$ cat src/shared/gwt_pkg.sv
package gwt_pkg;

    // Register byte offsets
    localparam logic [7:0] OFS_MODE_CONFIG = 8'h00;
    localparam logic [7:0] OFS_EDGE_CONFIG = 8'h04;
    localparam logic [7:0] OFS_COMPARE = 8'h08;
    localparam logic [7:0] OFS_COUNTER = 8'h0C;
    localparam logic [7:0] OFS_TRIGGER = 8'h10;
    localparam logic [7:0] OFS_STATUS = 8'h14;
    localparam logic [7:0] OFS_PRESCALE = 8'h18;

    // Trigger register bits
    localparam int TRG_START_BIT = 0;
    localparam int TRG_STOP_BIT = 1;

    // Status register bits
    localparam int STS_ENABLED_BIT = 0;
    localparam int STS_COUNTING_BIT = 1;

    // Reset values and counter constants
    localparam logic [15:0] MODE_CONFIG_RST = 16'h0000;
    localparam logic [1:0] EDGE_CONFIG_RST = 2'h0;
    localparam logic [31:0] COMPARE_RST = 32'h0000_0000;
    localparam logic [31:0] COUNTER_RST = 32'h0000_0000;
    localparam logic [31:0] ALL_ONES = 32'hFFFF_FFFF;
    localparam logic [31:0] ONE = 32'h0000_0001;
    localparam logic [31:0] COUNTER_ZERO = 32'h0000_0000;

    // Edge select codes
    localparam logic [1:0] EDGE_LOW_WIDTH = 2'h2;
    localparam logic [1:0] EDGE_HIGH_WIDTH = 2'h3;

    // Mode field code for gate count operation
    localparam logic [3:0] MODE_GATE_COUNT = 4'hC;

    // Mode field code for period count detection
    localparam logic [3:0] MODE_PERIOD_COUNT = 4'hD;

    // Prescaler reset dividers, operation clock period = value + 1 bus cycles
    localparam logic [7:0] DIV0_RST = 8'h00;
    localparam logic [7:0] DIV1_RST = 8'h01;
    localparam logic [7:0] DIV2_RST = 8'h03;
    localparam logic [7:0] DIV3_RST = 8'h07;

    // Time base
    localparam int CLK_PERIOD_NS = 100;

    // AHB codes
    localparam logic [1:0] HTRANS_NONSEQ = 2'h2;
    localparam logic [1:0] HSIZE_WORD = 2'h2;

    // Mode configuration layout
    typedef struct packed {
        logic [1:0] operation_clock_select;
        logic [1:0] count_clock_source;
        logic primary_channel_bit;
        logic [2:0] trigger_source_select;
        logic [1:0] counter_output_select;
        logic reserved;
        logic [3:0] operating_mode_field;
        logic start_interrupt_bit;
    } gwt_mode_t;

    // Latched AHB address phase
    typedef struct packed {
        logic valid;
        logic write;
        logic [7:0] addr;
    } gwt_aphase_t;

endpackage

$ cat src/verilog/gwt_edge_sampler.sv
`timescale 1ns/10ps
module gwt_edge_sampler (
    // Clock and reset
    input wire logic hclk,
    input wire logic hresetn,
    // Operation clock tick and pin
    input wire logic tick,
    input wire logic pin_async,
    // Detected edges, one tick each
    output logic rise,
    output logic fall
);

    logic sync1_r;
    logic sync2_r;
    logic samp_r;
    logic prev_r;

    always_ff @(posedge hclk or negedge hresetn) begin
        if (!hresetn) begin
            sync1_r <= 1'b0;
            sync2_r <= 1'b0;
        end else begin
            sync1_r <= pin_async;
            sync2_r <= sync1_r;
        end
    end

    // [RULE23] Sample on tick
    always_ff @(posedge hclk or negedge hresetn) begin
        if (!hresetn) begin
            samp_r <= 1'b0;
            prev_r <= 1'b0;
        end else if (tick) begin
            samp_r <= sync2_r;
            prev_r <= samp_r;
        end
    end

    assign rise = samp_r & ~prev_r;
    assign fall = ~samp_r & prev_r;

endmodule

$ cat src/verilog/gwt_timer.sv
`timescale 1ns/10ps
// Contract
// [RULE1] Writing one to stop trigger clears the enabled flag, halting counter.
// [RULE2] Stopped channel freezes counter at present value until restarted.
// [RULE3] Stopped channel ignores all qualifying input edges.
// [RULE4] In period count mode, restart begins counting from zero.
// [RULE5] Software loads compare register with all ones before use.
// [RULE6] Writing one to start trigger sets enabled flag and arms counter.
// [RULE7] First start edge after enable loads all ones, then decrements.
// [RULE8] Stop edge halts decrementing and holds the value.
// [RULE9] Next start edge resumes decrementing from held value, no reload.
// [RULE10] At zero: interrupt, reload all ones, keep counting until stop edge.
// [RULE11] Edge select 10b: falling edge starts, rising edge stops.
// [RULE12] Edge select 11b: rising edge starts, falling edge stops.
// [RULE13] No restart while operating; stop first.
// [RULE14] Clock select bits 15:14 pick one of four operation clocks.
// [RULE15] Software sets count clock source bits 13:12 to 00.
// [RULE16] Software writes primary bit 0 and output select bits 00.
// [RULE17] Software sets trigger source bits 10:8 to 010.
// [RULE18] Software sets mode field bits 4:1 to 1100.
// [RULE19] Start-interrupt bit clear: no interrupt at operation start.
// [RULE20] Software keeps simultaneous rewrite enable and mode at zero.
// [RULE21] Function never drives the channel output pin.
// [RULE22] Start and stop trigger bits clear themselves after a write.
// [RULE23] Input sampled on operation clock; one operation clock uncertainty.
// [RULE24] Counter and compare are 32 bits; counter readable without disturbing.
// [RULE25] Interrupt is a one operation clock pulse when counter hits zero.
module gwt_timer (
    // AHB-Lite clock and reset
    input wire logic hclk,
    input wire logic hresetn,
    // AHB-Lite slave
    input wire logic hsel,
    input wire logic [31:0] haddr,
    input wire logic [1:0] htrans,
    input wire logic hwrite,
    input wire logic [2:0] hsize,
    input wire logic [31:0] hwdata,
    input wire logic hready,
    output logic hreadyout,
    output logic hresp,
    output logic [31:0] hrdata,
    // Timer pins
    input wire logic timer_input_pin,
    output logic timer_output_pin,
    output logic timer_output_pin_oe,
    // Interrupt
    output logic channel_interrupt
);

    typedef enum logic [1:0] {
        ST_IDLE = 2'b00,
        ST_WAIT = 2'b01,
        ST_COUNT = 2'b10,
        ST_HOLD = 2'b11
    } gwt_state_t;

    gwt_pkg::gwt_mode_t mode_r;
    gwt_pkg::gwt_aphase_t aph_r;
    gwt_state_t state_r;
    gwt_state_t state_nxt;
    logic [1:0] edge_cfg_r;
    logic [31:0] compare_r;
    logic [31:0] counter_r;
    logic [31:0] counter_nxt;
    logic [31:0] rdata_nxt;
    logic [7:0] div_r [4];
    logic [7:0] pre_cnt_r [4];
    logic [3:0] pre_tick;
    logic tick;
    logic pin_rise;
    logic pin_fall;
    logic start_edge;
    logic stop_edge;
    logic enabled_r;
    logic start_trig;
    logic stop_trig;
    logic wr_en;
    logic irq_r;
    logic irq_pend_r;
    logic [31:0] rdata_r;
    logic first_r;
    logic reload;
    logic period_mode;

    function automatic logic hit(input logic [7:0] a, input logic [7:0] b);
        hit = (a == b);
    endfunction

    // Bus address phase capture
    always_ff @(posedge hclk or negedge hresetn) begin
        if (!hresetn) begin
            aph_r <= '0;
        end else if (hready) begin
            aph_r.valid <= hsel & (htrans == gwt_pkg::HTRANS_NONSEQ);
            aph_r.write <= hwrite;
            aph_r.addr <= haddr[7:0];
        end
    end

    assign wr_en = aph_r.valid & aph_r.write;

    // [RULE6] Start trigger decode
    assign start_trig = wr_en & hit(aph_r.addr, gwt_pkg::OFS_TRIGGER)
        & hwdata[gwt_pkg::TRG_START_BIT];
    // [RULE1] Stop trigger decode
    assign stop_trig = wr_en & hit(aph_r.addr, gwt_pkg::OFS_TRIGGER)
        & hwdata[gwt_pkg::TRG_STOP_BIT];

    // Configuration registers
    always_ff @(posedge hclk or negedge hresetn) begin
        if (!hresetn) begin
            mode_r <= gwt_pkg::MODE_CONFIG_RST;
            edge_cfg_r <= gwt_pkg::EDGE_CONFIG_RST;
            compare_r <= gwt_pkg::COMPARE_RST;
        end else if (wr_en) begin
            if (hit(aph_r.addr, gwt_pkg::OFS_MODE_CONFIG)) begin
                mode_r <= hwdata[15:0];
            end
            if (hit(aph_r.addr, gwt_pkg::OFS_EDGE_CONFIG)) begin
                edge_cfg_r <= hwdata[1:0];
            end
            // [RULE5] Compare loaded by software
            if (hit(aph_r.addr, gwt_pkg::OFS_COMPARE)) begin
                compare_r <= hwdata;
            end
        end
    end

    // Prescaler dividers, writable so software can tune operation clocks
    always_ff @(posedge hclk or negedge hresetn) begin
        if (!hresetn) begin
            div_r[0] <= gwt_pkg::DIV0_RST;
            div_r[1] <= gwt_pkg::DIV1_RST;
            div_r[2] <= gwt_pkg::DIV2_RST;
            div_r[3] <= gwt_pkg::DIV3_RST;
        end else if (wr_en && hit(aph_r.addr, gwt_pkg::OFS_PRESCALE)) begin
            for (int i = 0; i < 4; i++) begin
                div_r[i] <= hwdata[8*i +: 8];
            end
        end
    end

    always_ff @(posedge hclk or negedge hresetn) begin
        if (!hresetn) begin
            for (int i = 0; i < 4; i++) begin
                pre_cnt_r[i] <= 8'h00;
            end
        end else begin
            for (int i = 0; i < 4; i++) begin
                pre_cnt_r[i] <= pre_tick[i] ? 8'h00 : pre_cnt_r[i] + 8'h01;
            end
        end
    end

    always_comb begin
        for (int i = 0; i < 4; i++) begin
            pre_tick[i] = (pre_cnt_r[i] >= div_r[i]);
        end
    end

    // [RULE14] Operation clock select
    assign tick = pre_tick[mode_r.operation_clock_select];

    gwt_edge_sampler u_sampler (
        .hclk(hclk),
        .hresetn(hresetn),
        .tick(tick),
        .pin_async(timer_input_pin),
        .rise(pin_rise),
        .fall(pin_fall)
    );

    // [RULE11] Low width edges
    // [RULE12] High width edges
    assign start_edge = tick & ((edge_cfg_r == gwt_pkg::EDGE_HIGH_WIDTH) ? pin_rise :
        (edge_cfg_r == gwt_pkg::EDGE_LOW_WIDTH) ? pin_fall : 1'b0);
    assign stop_edge = tick & ((edge_cfg_r == gwt_pkg::EDGE_HIGH_WIDTH) ? pin_fall :
        (edge_cfg_r == gwt_pkg::EDGE_LOW_WIDTH) ? pin_rise : 1'b0);

    // Enabled flag; stop wins if both triggers written together
    always_ff @(posedge hclk or negedge hresetn) begin
        if (!hresetn) begin
            enabled_r <= 1'b0;
        end else if (stop_trig) begin
            // [RULE1] Stop clears flag
            enabled_r <= 1'b0;
        end else if (start_trig) begin
            // [RULE6] Start sets flag
            enabled_r <= 1'b1;
        end
    end

    // Count state machine
    always_comb begin
        state_nxt = state_r;
        case (state_r)
            ST_IDLE: begin
                if (start_trig && !stop_trig) begin
                    state_nxt = ST_WAIT;
                end
            end
            ST_WAIT: begin
                if (stop_trig) begin
                    state_nxt = ST_IDLE;
                end else if (start_edge) begin
                    state_nxt = ST_COUNT;
                end
            end
            ST_COUNT: begin
                if (stop_trig) begin
                    state_nxt = ST_IDLE;
                end else if (stop_edge) begin
                    // [RULE8] Stop edge holds
                    state_nxt = ST_HOLD;
                end
            end
            ST_HOLD: begin
                if (stop_trig) begin
                    state_nxt = ST_IDLE;
                end else if (start_edge) begin
                    // [RULE9] Resume without reload
                    state_nxt = ST_COUNT;
                end
            end
            default: begin
                state_nxt = ST_IDLE;
            end
        endcase
    end

    // [RULE13] Start trigger ignored while operating
    always_ff @(posedge hclk or negedge hresetn) begin
        if (!hresetn) begin
            state_r <= ST_IDLE;
        end else begin
            state_r <= state_nxt;
        end
    end

    assign reload = (counter_r == 32'h0000_0000);

    // [RULE4] Period count mode
    assign period_mode = (mode_r.operating_mode_field == gwt_pkg::MODE_PERIOD_COUNT);

    // Counter next value
    always_comb begin
        counter_nxt = counter_r;
        if (state_r == ST_WAIT && start_edge && !stop_trig) begin
            // [RULE4] [RULE7] Zero or compare register value
            counter_nxt = period_mode ? gwt_pkg::COUNTER_ZERO : compare_r;
        end else if (state_r == ST_COUNT && tick && !stop_trig && period_mode) begin
            // Period count runs upward
            counter_nxt = counter_r + gwt_pkg::ONE;
        end else if (state_r == ST_COUNT && tick && !stop_trig) begin
            // [RULE10] Reload at zero
            counter_nxt = reload ? compare_r : counter_r - gwt_pkg::ONE;
        end
    end

    // [RULE2] Frozen unless counting
    // [RULE3] Edges ignored when stopped
    always_ff @(posedge hclk or negedge hresetn) begin
        if (!hresetn) begin
            counter_r <= gwt_pkg::COUNTER_RST;
        end else begin
            counter_r <= counter_nxt;
        end
    end

    // Marks first count cycle after start, used for start interrupt
    always_ff @(posedge hclk or negedge hresetn) begin
        if (!hresetn) begin
            first_r <= 1'b0;
        end else if (state_r == ST_WAIT && start_edge) begin
            first_r <= 1'b1;
        end else if (tick) begin
            first_r <= 1'b0;
        end
    end

    // [RULE25] One operation clock pulse at zero
    // [RULE19] Start interrupt only when bit set
    always_ff @(posedge hclk or negedge hresetn) begin
        if (!hresetn) begin
            irq_pend_r <= 1'b0;
        end else if (tick) begin
            irq_pend_r <= (state_r == ST_COUNT && reload && !stop_trig && !first_r
                && !period_mode) || (first_r && mode_r.start_interrupt_bit);
        end
    end

    // Interrupt held high for the whole operation clock period
    always_ff @(posedge hclk or negedge hresetn) begin
        if (!hresetn) begin
            irq_r <= 1'b0;
        end else if (tick) begin
            irq_r <= irq_pend_r;
        end
    end

    assign channel_interrupt = irq_r;

    // [RULE21] Output pin never driven
    always_ff @(posedge hclk or negedge hresetn) begin
        if (!hresetn) begin
            timer_output_pin <= 1'b0;
            timer_output_pin_oe <= 1'b0;
        end else begin
            timer_output_pin <= 1'b0;
            timer_output_pin_oe <= 1'b0;
        end
    end

    // [RULE24] Read mux, reads have no side effect
    // [RULE22] Trigger register reads zero
    always_comb begin
        rdata_nxt = 32'h0000_0000;
        case (haddr[7:0])
            gwt_pkg::OFS_MODE_CONFIG: rdata_nxt = {16'h0000, mode_r};
            gwt_pkg::OFS_EDGE_CONFIG: rdata_nxt = {30'h0000_0000, edge_cfg_r};
            gwt_pkg::OFS_COMPARE: rdata_nxt = compare_r;
            gwt_pkg::OFS_COUNTER: rdata_nxt = counter_nxt;
            gwt_pkg::OFS_STATUS: rdata_nxt = {30'h0000_0000,
                state_nxt == ST_COUNT, enabled_r & ~stop_trig | start_trig & ~stop_trig};
            gwt_pkg::OFS_PRESCALE: rdata_nxt = {div_r[3], div_r[2], div_r[1], div_r[0]};
            default: rdata_nxt = 32'h0000_0000;
        endcase
    end

    // Read data registered at end of address phase; unmapped reads zero
    always_ff @(posedge hclk or negedge hresetn) begin
        if (!hresetn) begin
            rdata_r <= 32'h0000_0000;
        end else if (hready && hsel && htrans == gwt_pkg::HTRANS_NONSEQ && !hwrite) begin
            rdata_r <= rdata_nxt;
        end
    end

    assign hrdata = rdata_r;

    // Zero wait state, always OKAY
    always_ff @(posedge hclk or negedge hresetn) begin
        if (!hresetn) begin
            hreadyout <= 1'b1;
            hresp <= 1'b0;
        end else begin
            hreadyout <= 1'b1;
            hresp <= 1'b0;
        end
    end

endmodule

$ cat config.mk
export PLATFORM = sky130hd
export DESIGN_NAME = gwt_timer
export DESIGN_NICKNAME = d
export VERILOG_FILES = /design/src/shared/gwt_pkg.sv /design/src/verilog/gwt_edge_sampler.sv /design/src/verilog/gwt_timer.sv
export SDC_FILE = /design/constraint.sdc
export NUM_CORES = 1
export LEC_CHECK = 0
export BUFFER_PORTS_ARGS = -buffer_cell sky130_fd_sc_hd__buf_2
export CAP_MARGIN = 20
export CORE_AREA = 2 2 151 153
export CTS_CLUSTER_DIAMETER = 120
export DETAILED_ROUTE_END_ITERATION = 12
export DIE_AREA = 0 0 153 155
export PLACE_DENSITY = 0.75
export SYNTH_ARGS = -nofsm -noshare
export SYNTH_HDL_FRONTEND = slang
export SYNTH_SLANG_ARGS = --single-unit
$ cat constraint.sdc
create_clock -name hclk -period 3.1 [get_ports hclk]
set_clock_uncertainty 0.1 [all_clocks]
set_input_delay 0.155 -clock hclk [delete_from_list [all_inputs] [get_ports hclk]]
set_output_delay 0.155 -clock hclk [all_outputs]
set_load 0.05 [all_outputs]
==> results.yml, run 1 <==
logic_synthesis:
  mappedNetlistArea_mm2: 0.0115
  async_flop_share_pct: 100
  synth.yosys.seq_area_share_pct: 43.1
  post_synth_inst_count: 1226
  synth_area_leader_cell: "sky130_fd_sc_hd__dfrtp_1"
  number_of_enable_type_register_cells_in_the_synthesized_netlist: 0
  synthesis.area_per_instance_um2: 9.39
  synth-seq-cells: 198
  synth_top_cell_area_share_pct: 41.7
  synth-main-ff-cell: "sky130_fd_sc_hd__dfrtp_1"
  synth_top_cells_by_area: "sky130_fd_sc_hd__dfrtp_1 (42%), sky130_fd_sc_hd__mux2_2 (9.1%), sky130_fd_sc_hd__ha_1 (4.2%)"
  yosysUniqueCellTypes: 79
  yosys_warnings: 0
routing:
  drc_errors: 0
  detailroute.via_count: 10600
  number_of_iterations_in_the_first_detailed_routing_pass: 10
  avgRoutedWirePerCell_um: 20.0
  via_per_inst: 6.23
  first_iter_violations: 1314
  totalWireLength_mm: 34.2
  drt.antenna.violating_nets: 0
setup_path:
  rr_startpoint: "div_r[2]"
  path_class: "flop to flop"
  crit_end_element: "flop"
  cp.required_ns: 3.34
  worst-endpoint-arrival_ns: 3.47
  crit_start: "div_r[2]"
  element_type_at_the_critical_path_start: "flop"
  critPathMaxFanout: 4
grt:
  groute.layer.met3.usage_pct: 4.54
  global_route.usage.met2_pct: 47.2
  grt_pass1_wl_mm: 53.7
  groute.usage.overall_pct: 27.9
  first_global_vias: 10400
  grt_overflow: 0
  global_route.peak_usage_layer: "met2"
  globalRouteMet1Util_pct: 36.7
  antenna_found_initial: 0
  grt_max_degree: 87
die:
  placementRows: 55
  core-area_mm2: 0.0222
  die_h_um: 155
  die-area_mm2: 0.0237
  floorplan.die.width_um: 153
  floorplan.io_pins: 112
  initial_core_util_pct: 51.8
final_layout:
  footprint_of_the_multi_input_gates_mm2: 0.00626
  nFillCells: 1764
  ff_latch_area_mm2: 0.00496
  postLayoutCellArea_mm2: 0.0143
  area.growth.synth_to_final_pct: 24.1
  fin_nets: 1525
  drive_gt1_share_pct: 28.2
  diodes_inserted: 0
clock_tree:
  cts_buffers: 17
  clock_sinks: 198
  tritoncts: "yes"
  cts_max_path_buffers: 2
  cts-htree-levels: 4
  insertion_delay_ns: 0.46
  ctsRootBufferMaster: "sky130_fd_sc_hd__clkbuf_16"
  path_clk_slew_ns: 0.08
placed_design:
  dp.final_hpwl_mm: 22.8
  finalWeightedCongestion: 0.942
  placed_area_mm2: 0.0128
  post-place-ws_ns: -0.189
  buffer_ports.inserted: 80
timing:
  finalMaxSlewViolations: 0
  fin_crit_sh_pct: 104
  post-route-worst-setup-slack_ns: -0.131
  final-hold-violation-count: 0
  rsz0062_at_grt: "true"
  timing_worst_slew_pin_value_ns: 1.08
  min_period_ns: 3.23
  slew_headroom_pct: 27.7
  report.final.setup_viol: 23
  max_freq_ghz: 0.309
pwr:
  cellPowerDensity_mw_per_mm2: 594
  netSwitchingPower_w: 0.00305
  internal_power_w: 0.00544
  p_clk_share_pct: 27.1
  peakVddDrop_mv: 0.480
  combinationalPowerShare_pct: 33.2
  power_switching_share_pct: 35.9
  leakagePower_nw: 6.65
  power_frac_seq_pct: 39.7
hold_path:
  min-delay-path-class: "input port to flop"
  worstHoldStart: "htrans[0]"
outcome:
  status: "finished with violations"
  failed_checks: "setup timing"
job:
  drv.max_cap_violation_count: 0
==> synth_stat cells (5+ instances only) <==
cell                          n
sky130_fd_sc_hd__mux2_2      93
sky130_fd_sc_hd__clkbuf_1    63
sky130_fd_sc_hd__or3_1       13
sky130_fd_sc_hd__a222oi_1    17
sky130_fd_sc_hd__o2111ai_1    5
sky130_fd_sc_hd__a31oi_1      8
sky130_fd_sc_hd__inv_1       55
sky130_fd_sc_hd__o31ai_1      6
sky130_fd_sc_hd__buf_4        6
sky130_fd_sc_hd__xor2_1      22
sky130_fd_sc_hd__dfrtp_1    192
sky130_fd_sc_hd__nor2_1      98
sky130_fd_sc_hd__o211ai_1     8
sky130_fd_sc_hd__nand2b_1     7
sky130_fd_sc_hd__a31o_2      10
sky130_fd_sc_hd__o21ai_0     95
sky130_fd_sc_hd__a22oi_1     21
sky130_fd_sc_hd__and2_1       8
sky130_fd_sc_hd__mux2i_1     12
sky130_fd_sc_hd__nand2_1    105
sky130_fd_sc_hd__nor2b_1      5
sky130_fd_sc_hd__o22ai_1     16
sky130_fd_sc_hd__nor3_1      19
sky130_fd_sc_hd__nor4_1       9
sky130_fd_sc_hd__xnor2_1     15
sky130_fd_sc_hd__dfstp_2      6
sky130_fd_sc_hd__and3_1      16
sky130_fd_sc_hd__a21oi_1     70
sky130_fd_sc_hd__nand4_1     16
sky130_fd_sc_hd__buf_2       10
sky130_fd_sc_hd__ha_1        39
sky130_fd_sc_hd__nand3_1     52
sky130_fd_sc_hd__nor3b_1      7
sky130_fd_sc_hd__a21o_1      10
sky130_fd_sc_hd__o21ai_1      7
==> cells in the final DEF (no fill, tap or decap), types with 17 or more instances in the layout <==
| cell type | n |
|---|---|
| sky130_fd_sc_hd__ha_1 | 37 |
| sky130_fd_sc_hd__buf_4 | 114 |
| sky130_fd_sc_hd__o21ai_0 | 74 |
| sky130_fd_sc_hd__nand2_1 | 103 |
| sky130_fd_sc_hd__nor3_1 | 19 |
| sky130_fd_sc_hd__inv_1 | 54 |
| sky130_fd_sc_hd__a22oi_1 | 20 |
| sky130_fd_sc_hd__dfrtp_1 | 192 |
| sky130_fd_sc_hd__xor2_1 | 22 |
| sky130_fd_sc_hd__buf_2 | 79 |
| sky130_fd_sc_hd__a222oi_1 | 17 |
| sky130_fd_sc_hd__nor2_1 | 97 |
| sky130_fd_sc_hd__dlygate4sd3_1 | 43 |
| sky130_fd_sc_hd__mux2_2 | 93 |
| sky130_fd_sc_hd__clkbuf_16 | 18 |
| sky130_fd_sc_hd__a21oi_1 | 65 |
| sky130_fd_sc_hd__o21ai_1 | 27 |
| sky130_fd_sc_hd__nand3_1 | 51 |
==> through the flow <==
stage	utilization (%)	hold slack, ns	power (W)	std cells	TNS (ns)
2_1_floorplan	-	-0.241	0.00495	1228	0
3_3_place_gp	57.6	0.144	0.00573	1619	-0.815
3_5_place_dp	57.6	0.147	0.00585	1619	-2.92
4_1_cts	62.7	0.0125	0.00823	1696	0
5_1_grt	64.3	0.0470	0.00896	1709	-3.56
6_report	64.3	0.0152	0.00849	1709	-1.53
==> repair_timing <==
item,in CTS,in global routing
setup endpoints to repair,62,54
setup buffers,3,12
pin swaps,4,16
endpoints found under the hold margin,171,0
cloned,0,1
hold buffers,43,0
gates resized for setup,22,64
==> worst paths after layout <==
path | depth (start not counted) | end | slack (ns)
setup / recovery | 14 | hrdata[1] | -0.13
hold / removal | 3 | aph_r[9] | 0.02
setup reg to reg | 14 | hrdata[1] | -0.13
hold reg to reg | 0 | u_sampler.sync2_r | 0.26
max in group asynchronous | 3 | div_r[0] | 1.85
min in group asynchronous | 2 | hrdata[28] | 0.20
==> power groups by stage <==
stage,Sequential [W],Clock (W),Combinational [W]
after floorplan,0.00330,0,0.00165
after global placement,0.00338,0,0.00235
after detailed placement,0.00339,0,0.00246
after CTS,0.00334,0.00230,0.00259
after global routing,0.00343,0.00241,0.00311
final,0.00337,0.00230,0.00282
==> final cells by class <==
type | instances | share of cell area, %
multi-input cells | 890 | 43.8
flip-flops and latches | 198 | 34.7
repair buffers | 249 | 13.3
clock buffers | 18 | 3.00
well taps | 285 | 2.50
inverters | 55 | 1.44
clock inverters | 14 | 1.23
==> per-layer routing <==
layer	share of wire, %	routed length [µm]
met1	42	14300
met2	48	16400
met3	7.1	2430
met4	3.0	1040
met5	0	0
==> logic make-up after synthesis <==
logic type / synth area share (%)
buffers and inverters: 5.06
adders and majority gates: 4.24
DFF: 43.1
and+or+nand+nor: 16.5
muxes: 10.1
xor gates and xnor gates: 2.81
AOI/OAI and AO/OA: 18.0
other: 0.0652
==> registers in the layout, summed over array words and instances (netlist names), 2 cells and up <==
signal      count
edge_cfg_r      2
compare_r      32
aph_r          10
state_r         2
hrdata         32
mode_r         16
counter_r      32
div_r          32
pre_cnt_r      32
==> worst max-delay path, stage by stage (launching register included) <==
cell                       delay [ns]
sky130_fd_sc_hd__dfstp_2         0.54
sky130_fd_sc_hd__inv_2           0.04
sky130_fd_sc_hd__ha_4            0.19
sky130_fd_sc_hd__or3_1           0.36
sky130_fd_sc_hd__a21oi_2         0.22
sky130_fd_sc_hd__o311ai_2        0.14
sky130_fd_sc_hd__buf_4           0.20
sky130_fd_sc_hd__buf_4           0.13
sky130_fd_sc_hd__o211ai_1        0.16
sky130_fd_sc_hd__o21ai_2         0.16
sky130_fd_sc_hd__buf_6           0.17
sky130_fd_sc_hd__o221ai_2        0.21
sky130_fd_sc_hd__o41ai_2         0.13
sky130_fd_sc_hd__and2_1          0.15
sky130_fd_sc_hd__a31o_2          0.22
No activity file was read; power rests on OpenSTA's default activity.
==> run 2: changes to the inputs <==
- MAX_ROUTING_LAYER: not set -> met4
==> run 2 against run 1 <==
Net effect:
- the flow now finishes without violations
- largest cell class unchanged
- combinational power increased by 2%
- critical path depth decreased by 1
- worst setup slack better by 0.14 ns
- critical endpoint unchanged
- sequential power barely moved
==> results.yml, run 2 (synthesis gave the netlist of run 1 again) <==
pwr:
  power_frac_seq_pct: 39.2
  peakVddDrop_mv: 0.362
  cellPowerDensity_mw_per_mm2: 593
  p_clk_share_pct: 27.4
  combinationalPowerShare_pct: 33.4
  power_switching_share_pct: 35.5
  leakagePower_nw: 6.74
  netSwitchingPower_w: 0.00306
  internal_power_w: 0.00555
routing:
  avgRoutedWirePerCell_um: 20.2
  drc_errors: 0
  via_per_inst: 6.21
  detailroute.via_count: 10700
  number_of_iterations_in_the_first_detailed_routing_pass: 5
  first_iter_violations: 1073
  drt.antenna.violating_nets: 0
  totalWireLength_mm: 34.8
grt:
  antenna_found_initial: 0
  grt_max_degree: 86
  grt_pass1_wl_mm: 54.7
  first_global_vias: 10600
  grt_overflow: 0
  groute.usage.overall_pct: 29.5
clock_tree:
  cts_max_path_buffers: 2
  cts-htree-levels: 4
  cts_buffers: 17
  insertion_delay_ns: 0.45
  ctsRootBufferMaster: "sky130_fd_sc_hd__clkbuf_16"
  path_clk_slew_ns: 0.08
  tritoncts: "yes"
  clock_sinks: 198
timing:
  slew_headroom_pct: 35.0
  max_freq_ghz: 0.323
  rsz0062_at_grt: "true"
  finalMaxSlewViolations: 0
  final-hold-violation-count: 0
  report.final.setup_viol: 0
  min_period_ns: 3.09
  fin_crit_sh_pct: 99.8
  timing_worst_slew_pin_value_ns: 0.967
hold_path:
  min-delay-path-class: "input port to flop"
placed_design:
  finalWeightedCongestion: 0.948
  buffer_ports.inserted: 80
  placed_area_mm2: 0.0129
  dp.final_hpwl_mm: 23.2
  dpl.cell_count: 1630
die:
  placementRows: 55
  floorplan.die.width_um: 153
  initial_core_util_pct: 51.8
  floorplan.io_pins: 112
  core-area_mm2: 0.0222
  die_h_um: 155
  die-area_mm2: 0.0237
final_layout:
  final_core_util_pct: 65.3
  most-common-layout-cells: "sky130_fd_sc_hd__dfrtp_1 (192), sky130_fd_sc_hd__buf_4 (123), sky130_fd_sc_hd__nand2_1 (102)"
  layoutNonFillerInstCount: 1723
  area.growth.synth_to_final_pct: 26.1
  diodes_inserted: 0
  leading_cell_type_in_the_layout_fill_and_taps_excluded: "sky130_fd_sc_hd__dfrtp_1"
  fin_nets: 1539
  nFillCells: 1746
  drive_gt1_share_pct: 29.8
  postLayoutCellArea_mm2: 0.0145
setup_path:
  crit_end_element: "flop"
  cp.required_ns: 3.34
  element_type_at_the_critical_path_start: "flop"
  worst_path_largest_cell_delay_ns: 0.56
  path_class: "flop to flop"
  worst-endpoint-arrival_ns: 3.33
  worst_path_max_delay_cell: "sky130_fd_sc_hd__dfstp_2"
  critical_path.cell_chain: "ha_4 -> nand2b_4 -> a2111oi_4 -> buf_4 -> o31ai_4 -> buf_4 -> o211ai_1 -> o21ai_2 -> buf_6 -> a41oi_4 -> o41ai_2 -> and2_1 -> a31o_2"
  critPathMaxFanout: 3
  crit_top_cell: "sky130_fd_sc_hd__buf_4"
outcome:
  status: "finished, final reports clean"
job:
  drv.max_cap_violation_count: 0
run 2: what timing repair did:
item	4_1_cts	5_1_grt
endpoints found under the hold margin	169	0
gates cloned	1	1
setup buffers	11	5
setup endpoints to repair	54	54
hold buffers	43	0
resized for setup	37	57
pin swaps	13	23
run 2: layout make-up:
class	count	area [µm²]	area share, %
repair buffers	263	2030	14.0
well taps	285	357	2.46
flip-flops and latches	198	4960	34.2
clock inverters	14	196	1.35
inverters	55	206	1.42
multi-input cells	890	6340	43.7
clock buffers	18	429	2.96
run 2: worst paths after layout:
| kind | end | slack (ns) | cells after the start | start |
|---|---|---|---|---|
| setup reg to reg | hrdata[1] | 0.007 | 13 | div_r[8] |
| setup / recovery | hrdata[1] | 0.007 | 13 | div_r[8] |
| min in group asynchronous | pre_cnt_r[3] | 0.20 | 2 | hresetn |
| hold / removal | aph_r[9] | 0.03 | 3 | htrans[0] |
| max in group asynchronous | div_r[16] | 1.69 | 3 | hresetn |
| hold reg to reg | u_sampler.sync2_r | 0.26 | 0 | u_sampler.sync1_r |
run 2: power by group through the flow:
stage	sequential, W	clock [W]	combinational, W
floorplan	0.00330	0	0.00165
global placement	0.00337	0	0.00238
detailed placement	0.00338	0	0.00248
CTS	0.00334	0.00238	0.00267
global route	0.00342	0.00247	0.00315
finish	0.00337	0.00236	0.00287
run 2: per-stage QoR:
stage | setup TNS (ns) | power, W | hold WS (ns) | setup slack, ns
finish | 0 | 0.00860 | 0.0296 | 0.00729
global route | -1.12 | 0.00905 | 0.0498 | -0.120
CTS | 0 | 0.00839 | 0.0210 | 0.00182
detailed placement | -4.77 | 0.00586 | 0.151 | -0.270
global placement | -1.42 | 0.00575 | 0.160 | -0.152
floorplan | 0 | 0.00495 | -0.241 | 0.136
run 2: worst max-delay path: cells and delay by family (launching register included):
| kind | cells | cell delay, ns |
|---|---|---|
| compound gates | 7 | 1.34 |
| fa+ha+maj | 1 | 0.19 |
| flops | 1 | 0.56 |
| simple gates | 2 | 0.29 |
| buf+inv | 3 | 0.49 |
run 2: metal layers:
layer | GRT usage (%) | vias up | share of wire, %
met5 | - | - | 0
met4 | 13.7 | 0 | 4.0
met3 | 4.29 | 110 | 6.6
met2 | 47.6 | 493 | 48
met1 | 37.1 | 5236 | 41
li1 | - | 4857 | -
==> run 3: changes to the inputs <==
--- a/config.mk
+++ b/config.mk
@@ -7,8 +7,9 @@
 export LEC_CHECK = 0
+export ABC_AREA = 1
 export BUFFER_PORTS_ARGS = -buffer_cell sky130_fd_sc_hd__buf_2
 export CAP_MARGIN = 20
-export CORE_AREA = 2 2 151 153
+export CORE_AREA = 2 2 157 159
 export CTS_CLUSTER_DIAMETER = 120
 export DETAILED_ROUTE_END_ITERATION = 12
-export DIE_AREA = 0 0 153 155
+export DIE_AREA = 0 0 159 161
 export MAX_ROUTING_LAYER = met4
==> constraint.sdc (replaced) <==
create_clock -name hclk -period 3.1 [get_ports hclk]
set_clock_uncertainty 0.1 [all_clocks]
set_input_delay 0.465 -clock hclk [delete_from_list [all_inputs] [get_ports hclk]]
set_output_delay 0.465 -clock hclk [all_outputs]
set_load 0.05 [all_outputs]
==> run 3 against run 2 <==
Net effect:
- clock power fell by 2%
- sequential share of layout area rose by 0.90 points
- flip-flop and latch count did not move
- highest routed layer unchanged
- wire length rose by 9.7%
==> results.yml, run 3 <==
setup_path:
  cp-endpoint: "hrdata[10]"
  critPathMaxFanout: 23
  element_type_at_the_critical_path_start: "flop"
  reg2reg_slack_ns: 0.16
  worst-endpoint-arrival_ns: 3.18
  path_class: "flop to flop"
  reg2regPathDepth: 19
  cp.required_ns: 3.34
  crit_start: "div_r[2]"
  rr_startpoint: "div_r[2]"
  crit_end_element: "flop"
  r2r-end: "hrdata[10]"
clock_tree:
  cts-htree-levels: 4
  ctsRootBufferMaster: "sky130_fd_sc_hd__clkbuf_16"
  clock_sinks: 198
  path_clk_slew_ns: 0.08
  insertion_delay_ns: 0.45
  cts_max_path_buffers: 2
  cts_buffers: 17
  tritoncts: "yes"
pwr:
  leakagePower_nw: 7.95
  cellPowerDensity_mw_per_mm2: 410
  peakVddDrop_mv: 0.408
timing:
  fin_crit_sh_pct: 94.8
  max_freq_ghz: 0.340
  min_period_ns: 2.94
  timing_worst_slew_pin_value_ns: 0.624
  final-hold-violation-count: 0
  slew_headroom_pct: 58.4
  finalMaxSlewViolations: 0
  finalSetupTns_ns: 0
  report.final.setup_viol: 0
  worst_hold_slack_ns: 0.0203
routing:
  detailroute.via_count: 12100
  first_iter_violations: 1470
  number_of_iterations_in_the_first_detailed_routing_pass: 5
  via_per_inst: 5.57
  drc_errors: 0
  totalWireLength_mm: 38.2
  drt.antenna.violating_nets: 0
  avgRoutedWirePerCell_um: 17.6
logic_synthesis:
  number_of_enable_type_register_cells_in_the_synthesized_netlist: 0
  mappedNetlistArea_mm2: 0.0126
  yosys-top-cells-count: "sky130_fd_sc_hd__nand2_1 (559), sky130_fd_sc_hd__inv_1 (223), sky130_fd_sc_hd__dfrtp_1 (192)"
  synth_area_leader_cell: "sky130_fd_sc_hd__dfrtp_1"
  synth_top_cells_by_area: "sky130_fd_sc_hd__dfrtp_1 (38%), sky130_fd_sc_hd__nand2_1 (17%), sky130_fd_sc_hd__inv_1 (6.7%)"
  synth.yosys.seq_area_share_pct: 39.5
  post-synth-top-count-cell: "sky130_fd_sc_hd__nand2_1"
  synth-main-ff-cell: "sky130_fd_sc_hd__dfrtp_1"
  synth-seq-cells: 198
  yosys_warnings: 0
  synthesis.area_per_instance_um2: 7.14
  synth_top_cell_area_share_pct: 38.3
  async_flop_share_pct: 100
  post_synth_inst_count: 1758
  yosysUniqueCellTypes: 52
die:
  initial_core_util_pct: 52.4
  floorplan.io_pins: 112
  die_h_um: 161
  placementRows: 57
  die-area_mm2: 0.0256
  floorplan.die.width_um: 159
  core-area_mm2: 0.0240
job:
  drv.max_cap_violation_count: 0
grt:
  groute.usage.overall_pct: 30.5
  grt_pass1_wl_mm: 60.7
  grt_max_degree: 73
  first_global_vias: 11200
  antenna_found_initial: 0
  grt_overflow: 0
final_layout:
  most-common-layout-cells: "sky130_fd_sc_hd__nand2_1 (557), sky130_fd_sc_hd__inv_1 (223), sky130_fd_sc_hd__dfrtp_1 (192)"
  final_core_util_pct: 59.0
  nFillCells: 2231
  postLayoutCellArea_mm2: 0.0141
  diodes_inserted: 0
  leading_cell_type_in_the_layout_fill_and_taps_excluded: "sky130_fd_sc_hd__nand2_1"
  fin_nets: 1951
  layoutNonFillerInstCount: 2174
  area.growth.synth_to_final_pct: 12.6
  drive_gt1_share_pct: 12.8
placed_design:
  buffer_ports.inserted: 80
  finalWeightedCongestion: 1.01
  placed_area_mm2: 0.0134
  dp.final_hpwl_mm: 28.3
  dpl.cell_count: 2137
hold_path:
  min-delay-path-class: "input port to flop"
outcome:
  status: "finished, final reports clean"
## run 3: cell count changes after synthesis, moves of 20 or more
cell                       change
sky130_fd_sc_hd__a21oi_1      -46
sky130_fd_sc_hd__inv_1       +168
sky130_fd_sc_hd__o22ai_1      +30
sky130_fd_sc_hd__nand3_1      +45
sky130_fd_sc_hd__o21ai_0      +48
sky130_fd_sc_hd__nor3_1       +20
sky130_fd_sc_hd__mux2_2       -92
sky130_fd_sc_hd__nand2_1     +454
sky130_fd_sc_hd__clkbuf_1     -33
## run 3: repair_timing
item	CTS	global route
gates resized for setup	0	9
hold buffers	1	0
endpoints found under the hold margin	69	0
setup endpoints to repair	0	29
setup buffers	0	2
## run 3: layout make-up
cell class | count | area, µm² | share of cell area (%)
well taps | 324 | 405 | 2.87
inverters | 237 | 900 | 6.36
flip-flops and latches | 198 | 4960 | 35.1
repair buffers | 132 | 917 | 6.48
clock buffers | 18 | 429 | 3.03
clock inverters | 14 | 183 | 1.29
multi-input cells | 1251 | 6350 | 44.9
## run 3: worst min path at each step
stage                   endpoint  cells past startpoint               from
2_1_floorplan           aph_r[0]                      0            hresetn
3_3_place_gp   u_sampler.sync2_r                      0  u_sampler.sync1_r
3_5_place_dp   u_sampler.sync2_r                      0  u_sampler.sync1_r
4_1_cts        u_sampler.sync1_r                      1    timer_input_pin
5_1_grt        u_sampler.sync1_r                      1    timer_input_pin
6_report       u_sampler.sync1_r                      1    timer_input_pin
## run 3: kinds of logic (layout without fill, tap and decap cells)
kind of cell	count (synthesis)	count (layout)	synth area share, %
AOI/OAI and AO/OA	267	267	11.9
xor gates and xnor gates	42	42	2.93
adders and majority gates	39	39	3.89
buffers and inverters	311	401	10.2
DFF	198	198	39.5
muxes	1	1	0.0897
other	2	4	0.0598
and+or+nand+nor	898	898	31.4
## run 3: critical path, cell delays in order (launching register included)
cell and delay (ns):
sky130_fd_sc_hd__dfstp_2 0.54, sky130_fd_sc_hd__inv_1 0.07, sky130_fd_sc_hd__ha_1 0.29, sky130_fd_sc_hd__nand2_1 0.09, sky130_fd_sc_hd__nor2_1 0.05, sky130_fd_sc_hd__nor2_1 0.08, sky130_fd_sc_hd__nand2_1 0.05, sky130_fd_sc_hd__nand2_1 0.07
sky130_fd_sc_hd__nand3_1 0.13, sky130_fd_sc_hd__nand2_1 0.15, sky130_fd_sc_hd__nand2_2 0.11, sky130_fd_sc_hd__nand2_4 0.17, sky130_fd_sc_hd__inv_4 0.07, sky130_fd_sc_hd__nand4_4 0.10, sky130_fd_sc_hd__buf_4 0.32, sky130_fd_sc_hd__nand2_1 0.15
sky130_fd_sc_hd__nand3_1 0.10, sky130_fd_sc_hd__nand2_1 0.06, sky130_fd_sc_hd__nand2_1 0.08, sky130_fd_sc_hd__nand2_1 0.05
## run 3: layer usage
metal	routed length, µm	global-route usage [%]	vias to the layer above
li1	-	-	5780
met1	17400	43.7	5765
met2	17100	46.2	516
met3	2910	4.34	58
met4	732	7.36	0
met5	0	-	-
## run 3: through the flow
stage | worst slack [ns] | power, W
6_report | 0.162 | 0.00580
5_1_grt | -0.00422 | 0.00601
4_1_cts | 0.0974 | 0.00581
3_5_place_dp | 0.127 | 0.00352
3_3_place_gp | 0.145 | 0.00349
2_1_floorplan | 0.700 | 0.00325
## run 3: where the power goes
group	leakage [nW]	internal, W	total [W]	switching, W
combinational	5.49	0.000202	0.000680	0.000479
sequential	2.17	0.00270	0.00281	0.000106
clock	0.293	0.00110	0.00231	0.00121
total	7.95	0.00401	0.00580	0.00179
